[config.mk]
export PLATFORM = sky130hd
export DESIGN_NAME = iack_ctrl
export DESIGN_NICKNAME = d
export VERILOG_FILES = /design/src/iack_pkg.sv /design/src/iack_sync.sv /design/src/iack_latch.sv /design/src/iack_ctrl.sv
export VERILOG_INCLUDE_DIRS = /design/src /design/src/src
export SDC_FILE = /design/constraint.sdc
export NUM_CORES = 1
export LEC_CHECK = 0
export ABC_CLOCK_PERIOD_IN_PS = 1600
export BUFFER_PORTS_ARGS = -buffer_cell sky130_fd_sc_hd__buf_2
export CAP_MARGIN = 25
export CORE_MARGIN = 5
export CORE_UTILIZATION = 41
export CTS_CLUSTER_SIZE = 10
export DETAILED_ROUTE_END_ITERATION = 12
export GPL_ROUTABILITY_DRIVEN = 0
export PLACE_DENSITY = 0.74
export SLEW_MARGIN = 20
export SYNTH_ARGS = -nofsm -noshare
export SYNTH_HDL_FRONTEND = slang
export SYNTH_SLANG_ARGS = --single-unit
export TNS_END_PERCENT = 1
[constraint.sdc]
create_clock -name CLK -period 1.6 [get_ports CLK]
set_input_delay 0.16 -clock CLK [delete_from_list [all_inputs] [get_ports CLK]]
set_output_delay 0.16 -clock CLK [all_outputs]
set_load 0.05 [all_outputs]
[src/iack_map.svh]
// Constants of the interrupt acknowledge and reset controller
`ifndef IACK_MAP_SVH
`define IACK_MAP_SVH

// Register offsets on the APB bus
`define IACK_OFS_CTRL 8'h00
`define IACK_OFS_MASK 8'h04
`define IACK_OFS_PEND 8'h08
`define IACK_OFS_STAT 8'h0c

// Field positions and widths
`define IACK_CTRL_MIE 0
`define IACK_MASK_W 4
`define IACK_NSRC 5
`define IACK_OPND_W 6
`define IACK_MASK_TC1 2
`define IACK_MASK_TC2_TMR 1
`define IACK_MASK_LOW 0

// Pending latch indices, lowest priority first
`define IACK_SRC_LOW 3'h0
`define IACK_SRC_TMR 3'h1
`define IACK_SRC_TC2 3'h2
`define IACK_SRC_TC1 3'h3
`define IACK_SRC_HIGH 3'h4
`define IACK_OPND_HIGH 5

// Entry addresses and the fetch start address
`define IACK_VEC_HIGH 12'h002
`define IACK_VEC_TC1 12'h006
`define IACK_VEC_TC2 12'h008
`define IACK_VEC_TMR 12'h00a
`define IACK_VEC_LOW 12'h00c
`define IACK_VEC_RESET 12'h000

// Reset pin least low time in clock cycles
`define IACK_RST_MIN_CYC 2'h3

// Master enable action of a latch-clear instruction
`define IACK_MIE_KEEP 2'h0
`define IACK_MIE_SET 2'h1
`define IACK_MIE_CLR 2'h2

`endif

[src/iack_pkg.sv]
// Types of the interrupt acknowledge and reset controller
package iack_pkg;
    typedef enum logic [1:0] {ST_RUN, ST_PUSH, ST_VECTOR} iack_state_t;
    typedef struct packed {
        logic [2:0] shift;
    } iack_sync_st_t;
    typedef struct packed {
        logic pend;
    } iack_latch_st_t;
endpackage : iack_pkg

[src/iack_sync.sv]
// Two-flop pin synchroniser with falling edge detection
`timescale 1ns/1ps
module iack_sync #(
    parameter logic IDLE_VAL = 1'b1
) (
    // Clock and reset
    input wire logic clk,
    input wire logic rst,
    // Pin and results
    input wire logic pin,
    output logic level,
    output logic fall
);
    import iack_pkg::*;

    iack_sync_st_t st_ff;
    iack_sync_st_t nxt_st;

    // Shift the pin in; only stages 1 and 2 are looked at
    always_comb begin
        nxt_st = st_ff;
        nxt_st.shift = {st_ff.shift[1:0], pin};
    end

    always_ff @(posedge clk or posedge rst) begin
        if (rst) begin
            st_ff <= {3{IDLE_VAL}};
        end else begin
            st_ff <= nxt_st;
        end
    end

    // Edge taken between synchronised stages, never the first one
    assign level = st_ff.shift[1];
    assign fall = st_ff.shift[2] & ~st_ff.shift[1];
endmodule : iack_sync

[src/iack_latch.sv]
// One pending interrupt latch
`timescale 1ns/1ps
module iack_latch (
    // Clock and reset
    input wire logic clk,
    input wire logic rst,
    input wire logic sync_clr,
    // Set and clear requests
    input wire logic set_pulse,
    input wire logic clr_pulse,
    // Latch state
    output logic pend
);
    import iack_pkg::*;

    iack_latch_st_t st_ff;
    iack_latch_st_t nxt_st;

    // A request in the clearing cycle survives: set beats clr_pulse, but sync_clr beats set
    always_comb begin
        nxt_st = st_ff;
        if (sync_clr) begin
            nxt_st.pend = 1'b0;
        end else if (set_pulse) begin
            nxt_st.pend = 1'b1;
        end else if (clr_pulse) begin
            nxt_st.pend = 1'b0;
        end
    end

    always_ff @(posedge clk or posedge rst) begin
        if (rst) begin
            st_ff <= '0;
        end else begin
            st_ff <= nxt_st;
        end
    end

    assign pend = st_ff.pend;
endmodule : iack_latch

[src/iack_ctrl.sv]
// Interrupt acceptance, acknowledge sequencing and reset pin handling
//
// The implementer's own choices: the placing of the registers and the APB interface to the registers.
`timescale 1ns/1ps
`include "iack_map.svh"

module iack_ctrl (
    // Clock and reset
    input wire logic CLK,
    input wire logic RST,
    // APB slave
    input wire logic PSEL,
    input wire logic PENABLE,
    input wire logic PWRITE,
    input wire logic [7:0] PADDR,
    input wire logic [31:0] PWDATA,
    output logic [31:0] PRDATA,
    output logic PREADY,
    output logic PSLVERR,
    // Device pins
    input wire logic RESET_N_PIN,
    input wire logic EXT_IRQ_HIGH_PRIO,
    input wire logic EXT_IRQ_LOW_PRIO,
    // Internal interrupt sources, one-cycle pulses
    input wire logic COUNTER1_OVERFLOW_IRQ,
    input wire logic COUNTER2_OVERFLOW_IRQ,
    input wire logic INTERVAL_TICK_IRQ,
    // Instruction sequencer requests
    input wire logic INSTR_END,
    input wire logic COUNT_CYCLE,
    input wire logic RETURN_FROM_IRQ,
    input wire logic LATCH_CLR_STB,
    input wire logic [5:0] LATCH_CLR_OPERAND,
    input wire logic [1:0] LATCH_CLR_MIE_OP,
    // Instruction sequencer controls
    output logic SEQ_STALL,
    output logic STACK_PUSH,
    output logic STACK_POP,
    output logic PC_LOAD,
    output logic [11:0] PC_VECTOR,
    output logic SKIP_FLAG_SET,
    output logic FETCH_START,
    output logic CORE_RESET,
    output logic INTERVAL_TIMER_CLR
);
    import iack_pkg::*;

    typedef struct packed {
        iack_state_t state;
        logic [2:0] sel;
        logic mie;
        logic [3:0] mask;
        logic [1:0] rcnt;
        logic core_rst;
        logic fetch;
        logic push;
        logic pop;
        logic pcload;
        logic sfset;
        logic [11:0] vec;
        logic [31:0] prdata;
        logic pslverr;
    } iack_core_t;

    iack_core_t st_ff;
    iack_core_t nxt_st;

    logic rst_pin_lvl;
    logic high_lvl;
    logic high_fall;
    logic low_lvl;
    logic low_fall;
    logic [4:0] src_set;
    logic [4:0] src_clr;
    logic [4:0] pend;
    logic [4:0] enabled;
    logic [2:0] win;
    logic any_en;
    logic accept;
    logic instr_clr;
    logic apb_setup;
    logic apb_wr;
    logic [5:0] pend_il;

    // Pins come from outside the clock domain
    iack_sync #(.IDLE_VAL(1'b1)) u_sync_rst (
        .clk(CLK), .rst(RST), .pin(RESET_N_PIN), .level(rst_pin_lvl), .fall()
    );
    // falling edges of the interrupt pins
    iack_sync #(.IDLE_VAL(1'b1)) u_sync_high (
        .clk(CLK), .rst(RST), .pin(EXT_IRQ_HIGH_PRIO), .level(high_lvl), .fall(high_fall)
    );
    iack_sync #(.IDLE_VAL(1'b1)) u_sync_low (
        .clk(CLK), .rst(RST), .pin(EXT_IRQ_LOW_PRIO), .level(low_lvl), .fall(low_fall)
    );

    // Request sources in latch order
    always_comb begin
        src_set = '0;
        src_set[`IACK_SRC_LOW] = low_fall;
        src_set[`IACK_SRC_TMR] = INTERVAL_TICK_IRQ;
        src_set[`IACK_SRC_TC2] = COUNTER2_OVERFLOW_IRQ;
        src_set[`IACK_SRC_TC1] = COUNTER1_OVERFLOW_IRQ;
        src_set[`IACK_SRC_HIGH] = high_fall;
    end

    assign instr_clr = LATCH_CLR_STB & ~st_ff.core_rst;

    // latches, one per source; clears from acceptance or instruction
    genvar gi;
    generate
        for (gi = 0; gi < `IACK_NSRC; gi++) begin : g_latch
            localparam int OPB = (gi == `IACK_SRC_HIGH) ? `IACK_OPND_HIGH : gi;
            // only the selected latch clears at acknowledge
            // operand zero clears, one holds; no set path
            assign src_clr[gi] = ((st_ff.state == ST_VECTOR) && (st_ff.sel == 3'(gi)))
                | (instr_clr & ~LATCH_CLR_OPERAND[OPB]);
            iack_latch u_latch (
                .clk(CLK),
                .rst(RST),
                .sync_clr(st_ff.core_rst),
                .set_pulse(src_set[gi]),
                .clr_pulse(src_clr[gi]),
                .pend(pend[gi])
            );
        end
    endgenerate

    // mask mapping; high input bypasses the mask; low gated
    always_comb begin
        enabled = '0;
        enabled[`IACK_SRC_LOW] = pend[`IACK_SRC_LOW] & st_ff.mask[`IACK_MASK_LOW];
        enabled[`IACK_SRC_TMR] = pend[`IACK_SRC_TMR] & st_ff.mask[`IACK_MASK_TC2_TMR];
        enabled[`IACK_SRC_TC2] = pend[`IACK_SRC_TC2] & st_ff.mask[`IACK_MASK_TC2_TMR];
        enabled[`IACK_SRC_TC1] = pend[`IACK_SRC_TC1] & st_ff.mask[`IACK_MASK_TC1];
        enabled[`IACK_SRC_HIGH] = pend[`IACK_SRC_HIGH];
    end

    // priority pick: later (higher) index overrides earlier
    always_comb begin
        win = `IACK_SRC_LOW;
        any_en = 1'b0;
        for (int i = 0; i < `IACK_NSRC; i++) begin
            if (enabled[i]) begin
                win = 3'(i);
                any_en = 1'b1;
            end
        end
    end

    // boundary only, after any counter cycle; nesting via mie
    assign accept = (st_ff.state == ST_RUN) && INSTR_END && !COUNT_CYCLE
        && st_ff.mie && any_en && !st_ff.core_rst;

    // Pending view in the instruction operand layout
    assign pend_il = {pend[`IACK_SRC_HIGH], 1'b0, pend[`IACK_SRC_TC1:`IACK_SRC_LOW]};

    assign apb_setup = PSEL && !PENABLE;
    assign apb_wr = PSEL && PENABLE && PWRITE;

    // Next state of the whole controller
    always_comb begin
        nxt_st = st_ff;
        nxt_st.push = 1'b0;
        nxt_st.pop = 1'b0;
        nxt_st.pcload = 1'b0;
        nxt_st.fetch = 1'b0;
        nxt_st.sfset = st_ff.core_rst;

        // count low reset pin cycles, saturating
        if (rst_pin_lvl) begin
            nxt_st.rcnt = '0;
        end else if (st_ff.rcnt != `IACK_RST_MIN_CYC) begin
            nxt_st.rcnt = st_ff.rcnt + 2'h1;
        end

        // Sequencer: acknowledge in two cycles, no instruction runs
        unique case (st_ff.state)
            ST_RUN: begin
                if (accept) begin
                    nxt_st.state = ST_PUSH;
                    nxt_st.sel = win;
                    nxt_st.push = 1'b1;
                end else if (RETURN_FROM_IRQ && !st_ff.core_rst) begin
                    // pop PC and flags, enable again
                    nxt_st.pop = 1'b1;
                    nxt_st.mie = 1'b1;
                end
            end
            ST_PUSH: begin
                // entry address to PC; status flag forced
                nxt_st.state = ST_VECTOR;
                nxt_st.pcload = 1'b1;
                nxt_st.sfset = 1'b1;
                unique case (st_ff.sel)
                    `IACK_SRC_HIGH: nxt_st.vec = `IACK_VEC_HIGH;
                    `IACK_SRC_TC1: nxt_st.vec = `IACK_VEC_TC1;
                    `IACK_SRC_TC2: nxt_st.vec = `IACK_VEC_TC2;
                    `IACK_SRC_TMR: nxt_st.vec = `IACK_VEC_TMR;
                    default: nxt_st.vec = `IACK_VEC_LOW;
                endcase
                nxt_st.mie = 1'b0;
            end
            ST_VECTOR: begin
                // Entry instruction fetched from here on
                nxt_st.state = ST_RUN;
            end
        endcase

        // Latch-clear instruction also steers the master enable
        if (instr_clr && st_ff.state == ST_RUN && !accept) begin
            if (LATCH_CLR_MIE_OP == `IACK_MIE_SET) begin
                nxt_st.mie = 1'b1;
            end else if (LATCH_CLR_MIE_OP == `IACK_MIE_CLR) begin
                nxt_st.mie = 1'b0;
            end
        end

        // APB writes: enable and source mask
        if (apb_wr && st_ff.state == ST_RUN && !accept) begin
            if (PADDR == `IACK_OFS_CTRL) begin
                nxt_st.mie = PWDATA[`IACK_CTRL_MIE];
            end
        end
        if (apb_wr && PADDR == `IACK_OFS_MASK) begin
            nxt_st.mask = PWDATA[`IACK_MASK_W-1:0];
        end

        // APB read data captured in the setup cycle
        if (apb_setup) begin
            nxt_st.prdata = '0;
            nxt_st.pslverr = 1'b0;
            unique case (PADDR)
                `IACK_OFS_CTRL: nxt_st.prdata[`IACK_CTRL_MIE] = st_ff.mie;
                `IACK_OFS_MASK: nxt_st.prdata[`IACK_MASK_W-1:0] = st_ff.mask;
                `IACK_OFS_PEND: nxt_st.prdata[`IACK_OPND_W-1:0] = pend_il;
                `IACK_OFS_STAT: nxt_st.prdata[17:0] = {low_lvl, high_lvl, st_ff.vec,
                    st_ff.sel, st_ff.state != ST_RUN};
                default: nxt_st.pslverr = 1'b1;
            endcase
        end

        // core reset wins over everything; release fetches at zero
        if (st_ff.core_rst) begin
            nxt_st.state = ST_RUN;
            nxt_st.mie = 1'b0;
            nxt_st.mask = '0;
            nxt_st.vec = `IACK_VEC_RESET;
            if (rst_pin_lvl) begin
                nxt_st.core_rst = 1'b0;
                nxt_st.fetch = 1'b1;
                nxt_st.pcload = 1'b1;
            end
        end else if (nxt_st.rcnt == `IACK_RST_MIN_CYC) begin
            nxt_st.core_rst = 1'b1;
            nxt_st.state = ST_RUN;
        end
    end

    // Only constants under the asynchronous reset
    always_ff @(posedge CLK or posedge RST) begin
        if (RST) begin
            st_ff <= '{state: ST_RUN, sel: `IACK_SRC_LOW, mie: 1'b0, mask: '0, rcnt: '0,
                core_rst: 1'b1, fetch: 1'b0, push: 1'b0, pop: 1'b0, pcload: 1'b0,
                sfset: 1'b1, vec: `IACK_VEC_RESET, prdata: '0, pslverr: 1'b0};
        end else begin
            st_ff <= nxt_st;
        end
    end

    // Outputs; nothing beyond PC and flags is ever saved here
    assign PRDATA = st_ff.prdata;
    assign PREADY = 1'b1;
    assign PSLVERR = st_ff.pslverr & PSEL & PENABLE;
    // sequencer holds while acknowledging or in reset
    assign SEQ_STALL = (st_ff.state != ST_RUN) | st_ff.core_rst;
    assign STACK_PUSH = st_ff.push;
    assign STACK_POP = st_ff.pop;
    assign PC_LOAD = st_ff.pcload;
    assign PC_VECTOR = st_ff.vec;
    assign SKIP_FLAG_SET = st_ff.sfset;
    assign FETCH_START = st_ff.fetch;
    assign CORE_RESET = st_ff.core_rst;
    assign INTERVAL_TIMER_CLR = st_ff.core_rst;

    // Checks kept beside the logic
    a_ack_two_cycles: assert property (@(posedge CLK) disable iff (RST)
        accept |=> STACK_PUSH ##1 (PC_LOAD && !FETCH_START) ##1 !SEQ_STALL)
        else $error("acknowledge did not finish in two cycles");
    a_push_first: assert property (@(posedge CLK) disable iff (RST)
        $rose(STACK_PUSH) |-> !PC_LOAD ##1 PC_LOAD)
        else $error("push did not precede vector load");
    a_vector_value: assert property (@(posedge CLK) disable iff (RST)
        (accept && win == `IACK_SRC_HIGH) |-> ##2 PC_VECTOR == `IACK_VEC_HIGH)
        else $error("wrong entry address for high input");
    a_sf_forced: assert property (@(posedge CLK) disable iff (RST)
        (PC_LOAD && !FETCH_START) |-> SKIP_FLAG_SET)
        else $error("status flag not set at vector load");
    a_mie_cleared: assert property (@(posedge CLK) disable iff (RST)
        accept |-> ##2 !st_ff.mie)
        else $error("master enable still set after acknowledge");
    a_only_selected: assert property (@(posedge CLK) disable iff (RST)
        (st_ff.state == ST_VECTOR && !LATCH_CLR_STB && !st_ff.core_rst && src_set == '0)
        |=> pend == ($past(pend) & ~(5'h01 << $past(st_ff.sel))))
        else $error("acknowledge touched another latch");
    a_return_from_irq_restore: assert property (@(posedge CLK) disable iff (RST)
        (RETURN_FROM_IRQ && !accept && st_ff.state == ST_RUN && !st_ff.core_rst)
        |=> STACK_POP && st_ff.mie)
        else $error("return did not pop and enable");
    a_pin_latches: assert property (@(posedge CLK) disable iff (RST)
        (high_fall && !st_ff.core_rst) |=> pend[`IACK_SRC_HIGH])
        else $error("falling edge not latched");
    a_high_unmasked: assert property (@(posedge CLK) disable iff (RST)
        (st_ff.state == ST_RUN && INSTR_END && !COUNT_CYCLE && st_ff.mie
        && pend[`IACK_SRC_HIGH] && !st_ff.core_rst)
        |=> st_ff.state == ST_PUSH && st_ff.sel == `IACK_SRC_HIGH)
        else $error("high input not taken first");
    a_low_gated: assert property (@(posedge CLK) disable iff (RST)
        (accept && win == `IACK_SRC_LOW) |-> st_ff.mask[`IACK_MASK_LOW])
        else $error("low input taken while masked");
    a_reset_fetch: assert property (@(posedge CLK) disable iff (RST)
        $fell(st_ff.core_rst) |-> FETCH_START && PC_VECTOR == `IACK_VEC_RESET)
        else $error("reset release did not fetch at zero");
    a_reset_clears: assert property (@(posedge CLK) disable iff (RST)
        st_ff.core_rst |=> !st_ff.mie && st_ff.mask == '0 && pend == '0)
        else $error("core reset left state behind");
    a_no_instr_set: assert property (@(posedge CLK) disable iff (RST)
        (src_set == '0) |=> (pend & ~$past(pend)) == '0)
        else $error("latch set without a request");
    a_boundary_only: assert property (@(posedge CLK) disable iff (RST)
        $rose(STACK_PUSH) |-> $past(INSTR_END) && !$past(COUNT_CYCLE))
        else $error("acceptance off an instruction boundary");
endmodule : iack_ctrl

Word-level counts from Yosys, hierarchy flattened

Index checks and enable logic that the tools add are counted.

Bits in writable memories: 0
Logic and storage cells: 159
Register bits: 62
ROM bits: 0
Latch bits: 0
Memories kept: 0

Add/sub/neg operators: 1
Reductions and logical operators: 36
$lt $le $gt $ge: 0
Divide/modulo/power cells: 0
Multipliers: 0
Shift operators: 0
Bitwise gates (word level): 28
Equality and inequality tests: 14
Multiplexer cells: 58

Operator list:

| operator             | number |
|---|---|
| $mux W1              | 37 |
| $mux W12             | 2 |
| $logic_and A1 B1 Y1  | 19 |
| $eq A8 B4 Y1 const B | 2 |
| $pmux W4 S4          | 1 |
| $reduce_bool A3 Y1   | 5 |
| $and A1 B1 Y1        | 14 |
| $mux W14             | 1 |
| $mux W2              | 6 |
| $mux W5              | 2 |
| $mux W3              | 3 |
| $pmux W3 S3          | 1 |
| $eq A8 B3 Y1 const B | 1 |
| $logic_not A8 Y1     | 1 |
| $not A1 Y1           | 8 |
| $eq A2 B2 Y1 const B | 3 |
| $eq A3 B2 Y1 const B | 2 |
| $or A1 B1 Y1         | 6 |
| $pmux W2 S3          | 1 |
| $reduce_bool A2 Y1   | 3 |
| $eq A2 B1 Y1 const B | 2 |
| $logic_not A1 Y1     | 4 |
| $mux W4              | 1 |
| $ne A4 B3 Y1 const B | 1 |
| 11 further kinds     | 11 |

Logic depth before layout (Yosys ltp)

Gate-level depths: netlist of run 1.

Depth in word-level cells: 16
Mapped depth: 7

Cells and area by module

A second synthesis of run 1 with hierarchy kept.

Cell total of the unflattened synthesis: 249
Area total of the unflattened synthesis: 2,518.7 um^2

Modules (own cells, without submodules):

| module     | area each (um^2) | cells an instance | instances | seq. area each (um^2) |
|---|---|---|---|---|
| iack_ctrl  | 1,991.9          | 209               | 1         | 803.3 |
| iack_sync  | 96.3             | 5                 | 3         | 78.8 |
| iack_latch | 47.5             | 5                 | 5         | 25.0 |

Worst setup path before layout of run 1

OpenSTA, ideal clock, no wires.

Path kind: reg-to-reg
Start point: register st_ff (netlist bit CORE_RESET)
End point: register st_ff[62] (netlist name)
Slack: -427 ps
Data required time: 1,523 ps
Stages on the path, launching flop included: 5
Buffers on the path: 0
Data arrival time: 1,950 ps
Cells stage by stage: dfstp_2 -> nand2b_1 -> nor2_1 -> or3b_2 -> a21oi_1

Longest elaborated chain between the ends: 3
Elaborated cells between the ends (all ways): 4

RTL lines:

| element                       | RTL line         | source |
|---|---|---|
| start, declared               | iack_ctrl.sv:65  | `iack_core_t st_ff;` |
| start signal, assigned        | iack_ctrl.sv:263 | `` st_ff <= '{state: ST_RUN, sel: `IACK_SRC_LOW, mie: 1'b0, mask: '0, rcnt: '0, `` |
| start signal, assigned        | iack_ctrl.sv:267 | `st_ff <= nxt_st;` |
| $logic_not A1 Y1              | iack_ctrl.sv:153 | `&& st_ff.mie && any_en && !st_ff.core_rst;` |
| $logic_and A1 B1 Y1           | iack_ctrl.sv:153 |  |
| $ne A4 B3 Y1 (no source line) | n/a              |  |

Several ways; a longest one is shown, not always the timed one.
A chain may end at the register's enable or synchronous reset.

==> out/metrics.yaml, run 1 <==
internal_power_uw: 2000
hp-class: "input pin to flop"
synth_edf_count: 0
clockBufferDepth: 2
grt_pass1_wl_um: 8180
p_switching_uw: 1230
syn_to_final_growth_pct: 22.6
h-tree-depth: 2
dp_cells: 360
ant_nets: 0
wl_per_cell_um: 13.6
cp_num_buf_inv: 2
vdd_drop_max_v: 0.000432
ios: 117
multi_input_area_um2: 993
nNetsFinal: 368
p_leak_uw: 0.00149
grt_pass1_vias: 1786
criticalPathCategory: "flop to flop"
ys.flop_type: "dfrtp_1"
crit_family: "simple AND/OR/NAND/NOR gates"
power_frac_seq_pct: 42.7
grtUsageTotal_pct: 14.0
path_max_fanout: 3
rsz0062_at_grt: "yes"
clk_latency_ps: 300
timing.setup.tns_ps: -308
fillers: 501
num_rows: 27
min_period_over_period_pct: 106
antenna_found_initial: 0
sw_frac_of_total_pct: 38.0
pwr-share-comb_pct: 36.0
clkTransAtPathRegs_ps: 80
synthArstFlopShare_pct: 100
finalHoldWorstSlack_ps: 85.1
max_cap_viol_count: 0
grt_start_max_net_pins: 46
cp_cell_sequence: "inv_2 -> ha_4 -> inv_2 -> or3_1 -> or3_1 -> a311oi_1"
worstPathRequired_ps: 1800
antenna-diode-count: 0
synthCells: 233
avgViaCountPerCell: 4.66
finalNonFillerCells: 374
die_w_um: 86.0
maxSlewViolCount: 0
clkPwrFrac_pct: 21.3
netlist_area_mm2: 0.00237
first_iter_violations: 88
powerDensity_mw_per_mm2: 1110
drc: 0
slowest_delay_ps: 400
die_y_um: 86.0
fmax_mhz: 590
status: "finished, violations left"
critPathCaptureType: "flop"
numCtsBuffers: 5
die_area_mm2: 0.00740
yosysWarnings: 0
vias: 1742
critPathLaunchType: "flop"
clkSinkCount: 45
violations: "setup timing"
synth_area_per_cell_um2: 10.2
setup_slack_ps: -95.2
drt_pass1_iterations: 4
cp_slowest_cell: "dfrtp_1"
grt_overflow: 0
cp_data_arrival_time_ps: 1890
port_buffers: 63
start_util_pct: 42.5
regArea_mm2: 0.00114
routed_wl_um: 5080
cts_tree: "built"
cts_root_buf: "clkbuf_8"
dp.final_hpwl_um: 3980
ys_seq_area_share_pct: 48.0
skew_ps: 6.50
design.core.area_mm2: 0.00557
final-setup-viol-count: 5
hold_violations: 0
period_needed_ps: 1700
drive_above_1_share_pct: 43.0
ys_seq_elements: 45
synth_cell_types: 39
[power groups by stage]
| stage | Clock (uW) | Combinational, uW | Sequential [uW] |
|---|---|---|---|
| 4_1_cts | 701 | 1160 | 1380 |
| 3_3_place_gp | 0 | 1100 | 1390 |
| 6_report | 686 | 1160 | 1380 |
| 2_1_floorplan | 0 | 815 | 1460 |
| 3_5_place_dp | 0 | 1130 | 1390 |
| 5_1_grt | 751 | 1260 | 1390 |
[per-stage QoR]
stage	instance area [um2]	worst slack, ps	utilization, %	power [uW]
after detailed placement	2720	-122	48.7	2520
after global placement	2720	-88.8	48.7	2490
after CTS	2900	-110	52.0	3240
after global routing	2910	-166	52.1	3400
final	2910	-95.2	52.1	3220
after floorplan	2510	-41.9	-	2280
[layer usage]
layer  wire (um)  up-vias  share of wire [%]  track usage, %
met1        2130      825                 42            17.3
met4          59        0                1.2            4.03
met2        2450       63                 48            24.0
met3         438        5                8.6            3.55
li1            -      849                  -               -
met5           0        -                  0               0
[synth_stat cells (all sizes together), types with 7 or more instances]
library cell / instances / area share (%)
nor2: 30 / 4.7
dfrtp: 35 / 37
a21oi: 8 / 1.7
inv: 10 / 1.6
buf: 46 / 15
dfstp: 10 / 11
o21ai: 7 / 1.5
mux2i: 7 / 3.0
nand2b: 7 / 1.8
nand2: 10 / 1.7
[worst reg2reg max path, stage by stage, from the launching register on]
cell and delay [ps]:
dfrtp_1 400, inv_2 100, ha_4 150, inv_2 30, or3_1 350, or3_1 350, a311oi_1 220
[area by class of cell]
class / instances / area share, %
inverters: 10 / 1.29
clock buffers: 7 / 2.63
well taps: 72 / 3.10
flip-flops and latches: 45 / 39.2
multi-input cells: 148 / 34.2
repair buffers: 91 / 19.3
clock inverters: 1 / 0.301
[flip-flops by register name (all words and copies together), names as in the netlist]
register,cells
STACK_PUSH,1
u_sync_rst.st_ff,2
st_ff,13
PRDATA,10
g_latch.u_latch.pend,5
PC_LOAD,1
SKIP_FLAG_SET,1
u_sync_low.st_ff,3
CORE_RESET,1
STACK_POP,1
FETCH_START,1
PC_VECTOR,3
u_sync_high.st_ff,3
[worst paths after layout]
kind,startpoint,to,slack [ps],cells after the start
min in group asynchronous,RST,st_ff[56],440,4
max in group asynchronous,RST,u_sync_high.st_ff[0],900,4
hold reg to reg,u_sync_rst.st_ff[0],u_sync_rst.st_ff[1],360,0
setup reg to reg,st_ff[62],st_ff[57],-100,6
hold / removal,RETURN_FROM_IRQ,STACK_POP,90,2
setup / recovery,st_ff[62],st_ff[57],-100,6
[placed cells by master (no fill, tap or decap), types with 3 or more instances in the layout]
master and instances:
buf_2 61, dfrtp_1 34, nor2_1 29, conb_1 24, buf_4 23, dfstp_2 10
nand2_1 9, mux2i_1 7, o21ai_0 7, nand2b_1 6, a21oi_1 6, inv_1 6
a22o_1 6, clkbuf_8 5, a22oi_1 4, nor2b_1 4, dlygate4sd3_1 4, mux2_4 3
inv_2 3, mux2_2 3, and2_1 3, ha_1 3
[cells by family after synthesis]
family                   Yosys count  share of synthesized area [%]
multiplexers                      14                           6.75
buffers and inverters             62                           17.1
AND/OR/NAND/NOR                   69                           14.9
adder cells (fa/ha/maj)            4                           2.11
flip-flops                        45                           48.0
other                              2                          0.317
AO/OA/AOI/OAI                     37                           10.8
[timing repair]
item,CTS,global route
endpoints found under the hold margin,38,0
hold buffers,4,0
pin swaps,5,1
resized for setup,10,2
setup buffers,2,0
endpoints found under the setup margin,8,8
cloned,0,0
No activity file was read; power rests on OpenSTA's default activity.
==> inputs of run 2 (changes only) <==
--- a/config.mk
+++ b/config.mk
@@ -6,11 +6,12 @@
 export SDC_FILE = /design/constraint.sdc
 export NUM_CORES = 1
 export LEC_CHECK = 0
+export ABC_AREA = 1
 export ABC_CLOCK_PERIOD_IN_PS = 1600
 export BUFFER_PORTS_ARGS = -buffer_cell sky130_fd_sc_hd__buf_2
 export CAP_MARGIN = 25
 export CORE_MARGIN = 5
-export CORE_UTILIZATION = 41
+export CORE_UTILIZATION = 42
 export CTS_CLUSTER_SIZE = 10
 export DETAILED_ROUTE_END_ITERATION = 12
 export GPL_ROUTABILITY_DRIVEN = 0
==> run 2 against run 1 <==
Effect of this change:
- the flow finishes with violations (hold timing)
- fmax grew 8.7%
- area after synthesis grew 4.6%
- cell count grew 12%
- die area grew 1.9%
- register-to-register slack gained 140 ps
- total power grew 11%
- core utilization shrank 2.4 points
- routed wire length grew 3.4%
- critical path type unchanged
- highest routed layer unchanged
==> out/metrics.yaml, run 2 <==
status: "finished, violations left"
violations: "hold timing"
cp_slowest_cell: "dfstp_2"
maxSlewViolCount: 0
path_max_fanout: 6
r2r-end: "st_ff[60]"
grtUsageTotal_pct: 13.9
wl_per_cell_um: 12.5
synth_area_per_cell_um2: 8.68
hp-class: "input pin to async pin"
yosysWarnings: 0
yosys.area.top_type_share_pct: 35.3
reg2reg_from: "CORE_RESET"
cp_data_arrival_time_ps: 1750
drc: 0
cts_root_buf: "clkbuf_8"
clockBufferDepth: 2
vdd_drop_max_v: 0.000613
yosysTopAreaCell: "dfrtp_1"
reg2reg_slack_ps: 40
h-tree-depth: 2
routed_wl_um: 5250
clkSinkCount: 45
largest_reg_flops: 13
netlist_area_mm2: 0.00248
synthArstFlopShare_pct: 100
ys_seq_area_share_pct: 45.9
clk_latency_ps: 300
nNetsFinal: 411
port_buffers: 63
yosysMostFrequentCell: "nand2_1"
final-setup-viol-count: 0
drt_pass1_iterations: 4
num_rows: 28
avgViaCountPerCell: 4.61
ys_seq_elements: 45
drive_above_1_share_pct: 33.0
synthCells: 286
synth_cell_types: 34
setup_slack_ps: 39.8
die_w_um: 86.9
finalHoldWorstSlack_ps: -12.1
slew_headroom_pct: 63.2
critPathCaptureType: "flop"
criticalPathCategory: "flop to flop"
grt_pass1_vias: 1856
slowest_delay_ps: 560
syn_to_final_growth_pct: 16.6
crit_family: "buffers and inverters"
largest_register: "st_ff"
powerDensity_mw_per_mm2: 1230
clkTransAtPathRegs_ps: 90
period_needed_ps: 1560
cp_cell_sequence: "clkinvlp_4 -> buf_4 -> buf_4 -> nand3_4 -> inv_4 -> buf_4 -> o21a_1"
worstPathRequired_ps: 1790
vias: 1937
min_period_over_period_pct: 97.5
skew_ps: 6.27
timing.setup.tns_ps: 0
final_common_cell: "buf_2"
cp_common_cell: "buf_4"
first_iter_violations: 101
cts_tree: "built"
antenna-diode-count: 0
dpl_worst_slack_ps: 46.7
fmax_mhz: 641
hold_violations: 29
numCtsBuffers: 5
yosys-top-cells-count: "nand2_1 (59), buf_4 (47), dfrtp_1 (35)"
p_leak_uw: 0.00158
mostFrequentLayoutCells: "buf_2 (62), nand2_1 (58), dfrtp_1 (35), inv_1 (27), conb_1 (24)"
antenna_found_initial: 0
grt_start_max_net_pins: 46
grt_pass1_wl_um: 8340
ios: 117
cp_num_buf_inv: 5
ant_nets: 0
design.core.area_mm2: 0.00582
max_cap_viol_count: 0
r2r_cells: 7
start_util_pct: 42.7
die_y_um: 86.9
synth_edf_count: 0
synthTopCellsByArea: "dfrtp_1 (35%), buf_4 (14%), dfstp_2 (11%)"
die_area_mm2: 0.00754
critPathLaunchType: "flop"
grt_overflow: 0
tightest_slew_ps: 551
ys.flop_type: "dfrtp_1"
dp.final_hpwl_um: 4030
==> run 2: changes by cell type after synthesis, sizes merged, moves of 7 or more <==
cell / delta
mux2i: -7
nand3: +15
inv: +25
nand2b: -7
nand4: +9
nand2: +50
nor2: -8
==> run 2: timing repair <==
item / CTS / global route
pin swaps: 0 / 3
setup buffers: 0 / 7
endpoints found under the hold margin: 3 / 0
gates resized for setup: 1 / 12
endpoints found under the setup margin: 1 / 7
hold buffers: 3 / 0
==> run 2: metrics by stage <==
step           total power, uW  cells  util (%)  instance area, um2
2_1_floorplan             2420    308         -                2570
3_3_place_gp              2590    402      45.6                2650
3_5_place_dp              2610    402      45.6                2650
4_1_cts                   3470    413      48.0                2790
5_1_grt                   3760    420      49.8                2890
6_report                  3570    420      49.8                2890
==> run 2: final cells by class <==
cell class / instances / area [um2]
flip-flops and latches: 45 / 1140
well taps: 75 / 93.8
repair buffers: 78 / 449
clock inverters: 2 / 38.8
clock buffers: 6 / 72.6
multi-input cells: 178 / 960
inverters: 36 / 141
fillers: 573 / 2920
==> run 2: logic make-up (layout without fill, tap and decap cells) <==
kind of cell | count (synthesis) | in the layout | share of synthesized area [%]
fa+ha+maj | 4 | 4 | 2.02
buf+inv | 85 | 122 | 20.1
flops | 45 | 45 | 45.9
other cells | 2 | 24 | 0.303
simple gates | 113 | 113 | 21.6
compound gates | 37 | 37 | 10.0
==> run 2: per-layer routing <==
| metal | wire, um | track usage, % | share of wire [%] | up-vias |
|---|---|---|---|---|
| met2 | 2720 | 25.3 | 52 | 53 |
| met5 | 0 | 0 | 0 | - |
| met3 | 352 | 3.78 | 6.7 | 6 |
| met4 | 52 | 2.97 | 0.99 | 0 |
| met1 | 2120 | 16.1 | 40 | 912 |
| li1 | - | - | - | 966 |
==> run 2: worst max path at each step <==
| stage | endpoint | cells after the start | slack (ps) | startpoint |
|---|---|---|---|---|
| 5_1_grt | st_ff[62] | 9 | -10 | st_ff[61] |
| 3_3_place_gp | st_ff[60] | 8 | 90 | st_ff[61] |
| 4_1_cts | SEQ_STALL | 5 | 20 | st_ff[61] |
| 2_1_floorplan | st_ff[62] | 7 | 60 | CORE_RESET |
| 6_report | st_ff[60] | 7 | 40 | CORE_RESET |
| 3_5_place_dp | st_ff[60] | 8 | 50 | st_ff[61] |
==> run 2: worst register-to-register path, stage by stage, from the launching register on <==
cell,delay [ps]
dfstp_2,560
clkinvlp_4,150
buf_4,180
buf_4,130
nand3_4,100
inv_4,50
buf_4,130
o21a_1,160
==> run 2: where the power goes <==
part / internal, uW / switching, uW
registers: 1310 / 134
logic: 377 / 892
clock network: 469 / 381
total: 2160 / 1410
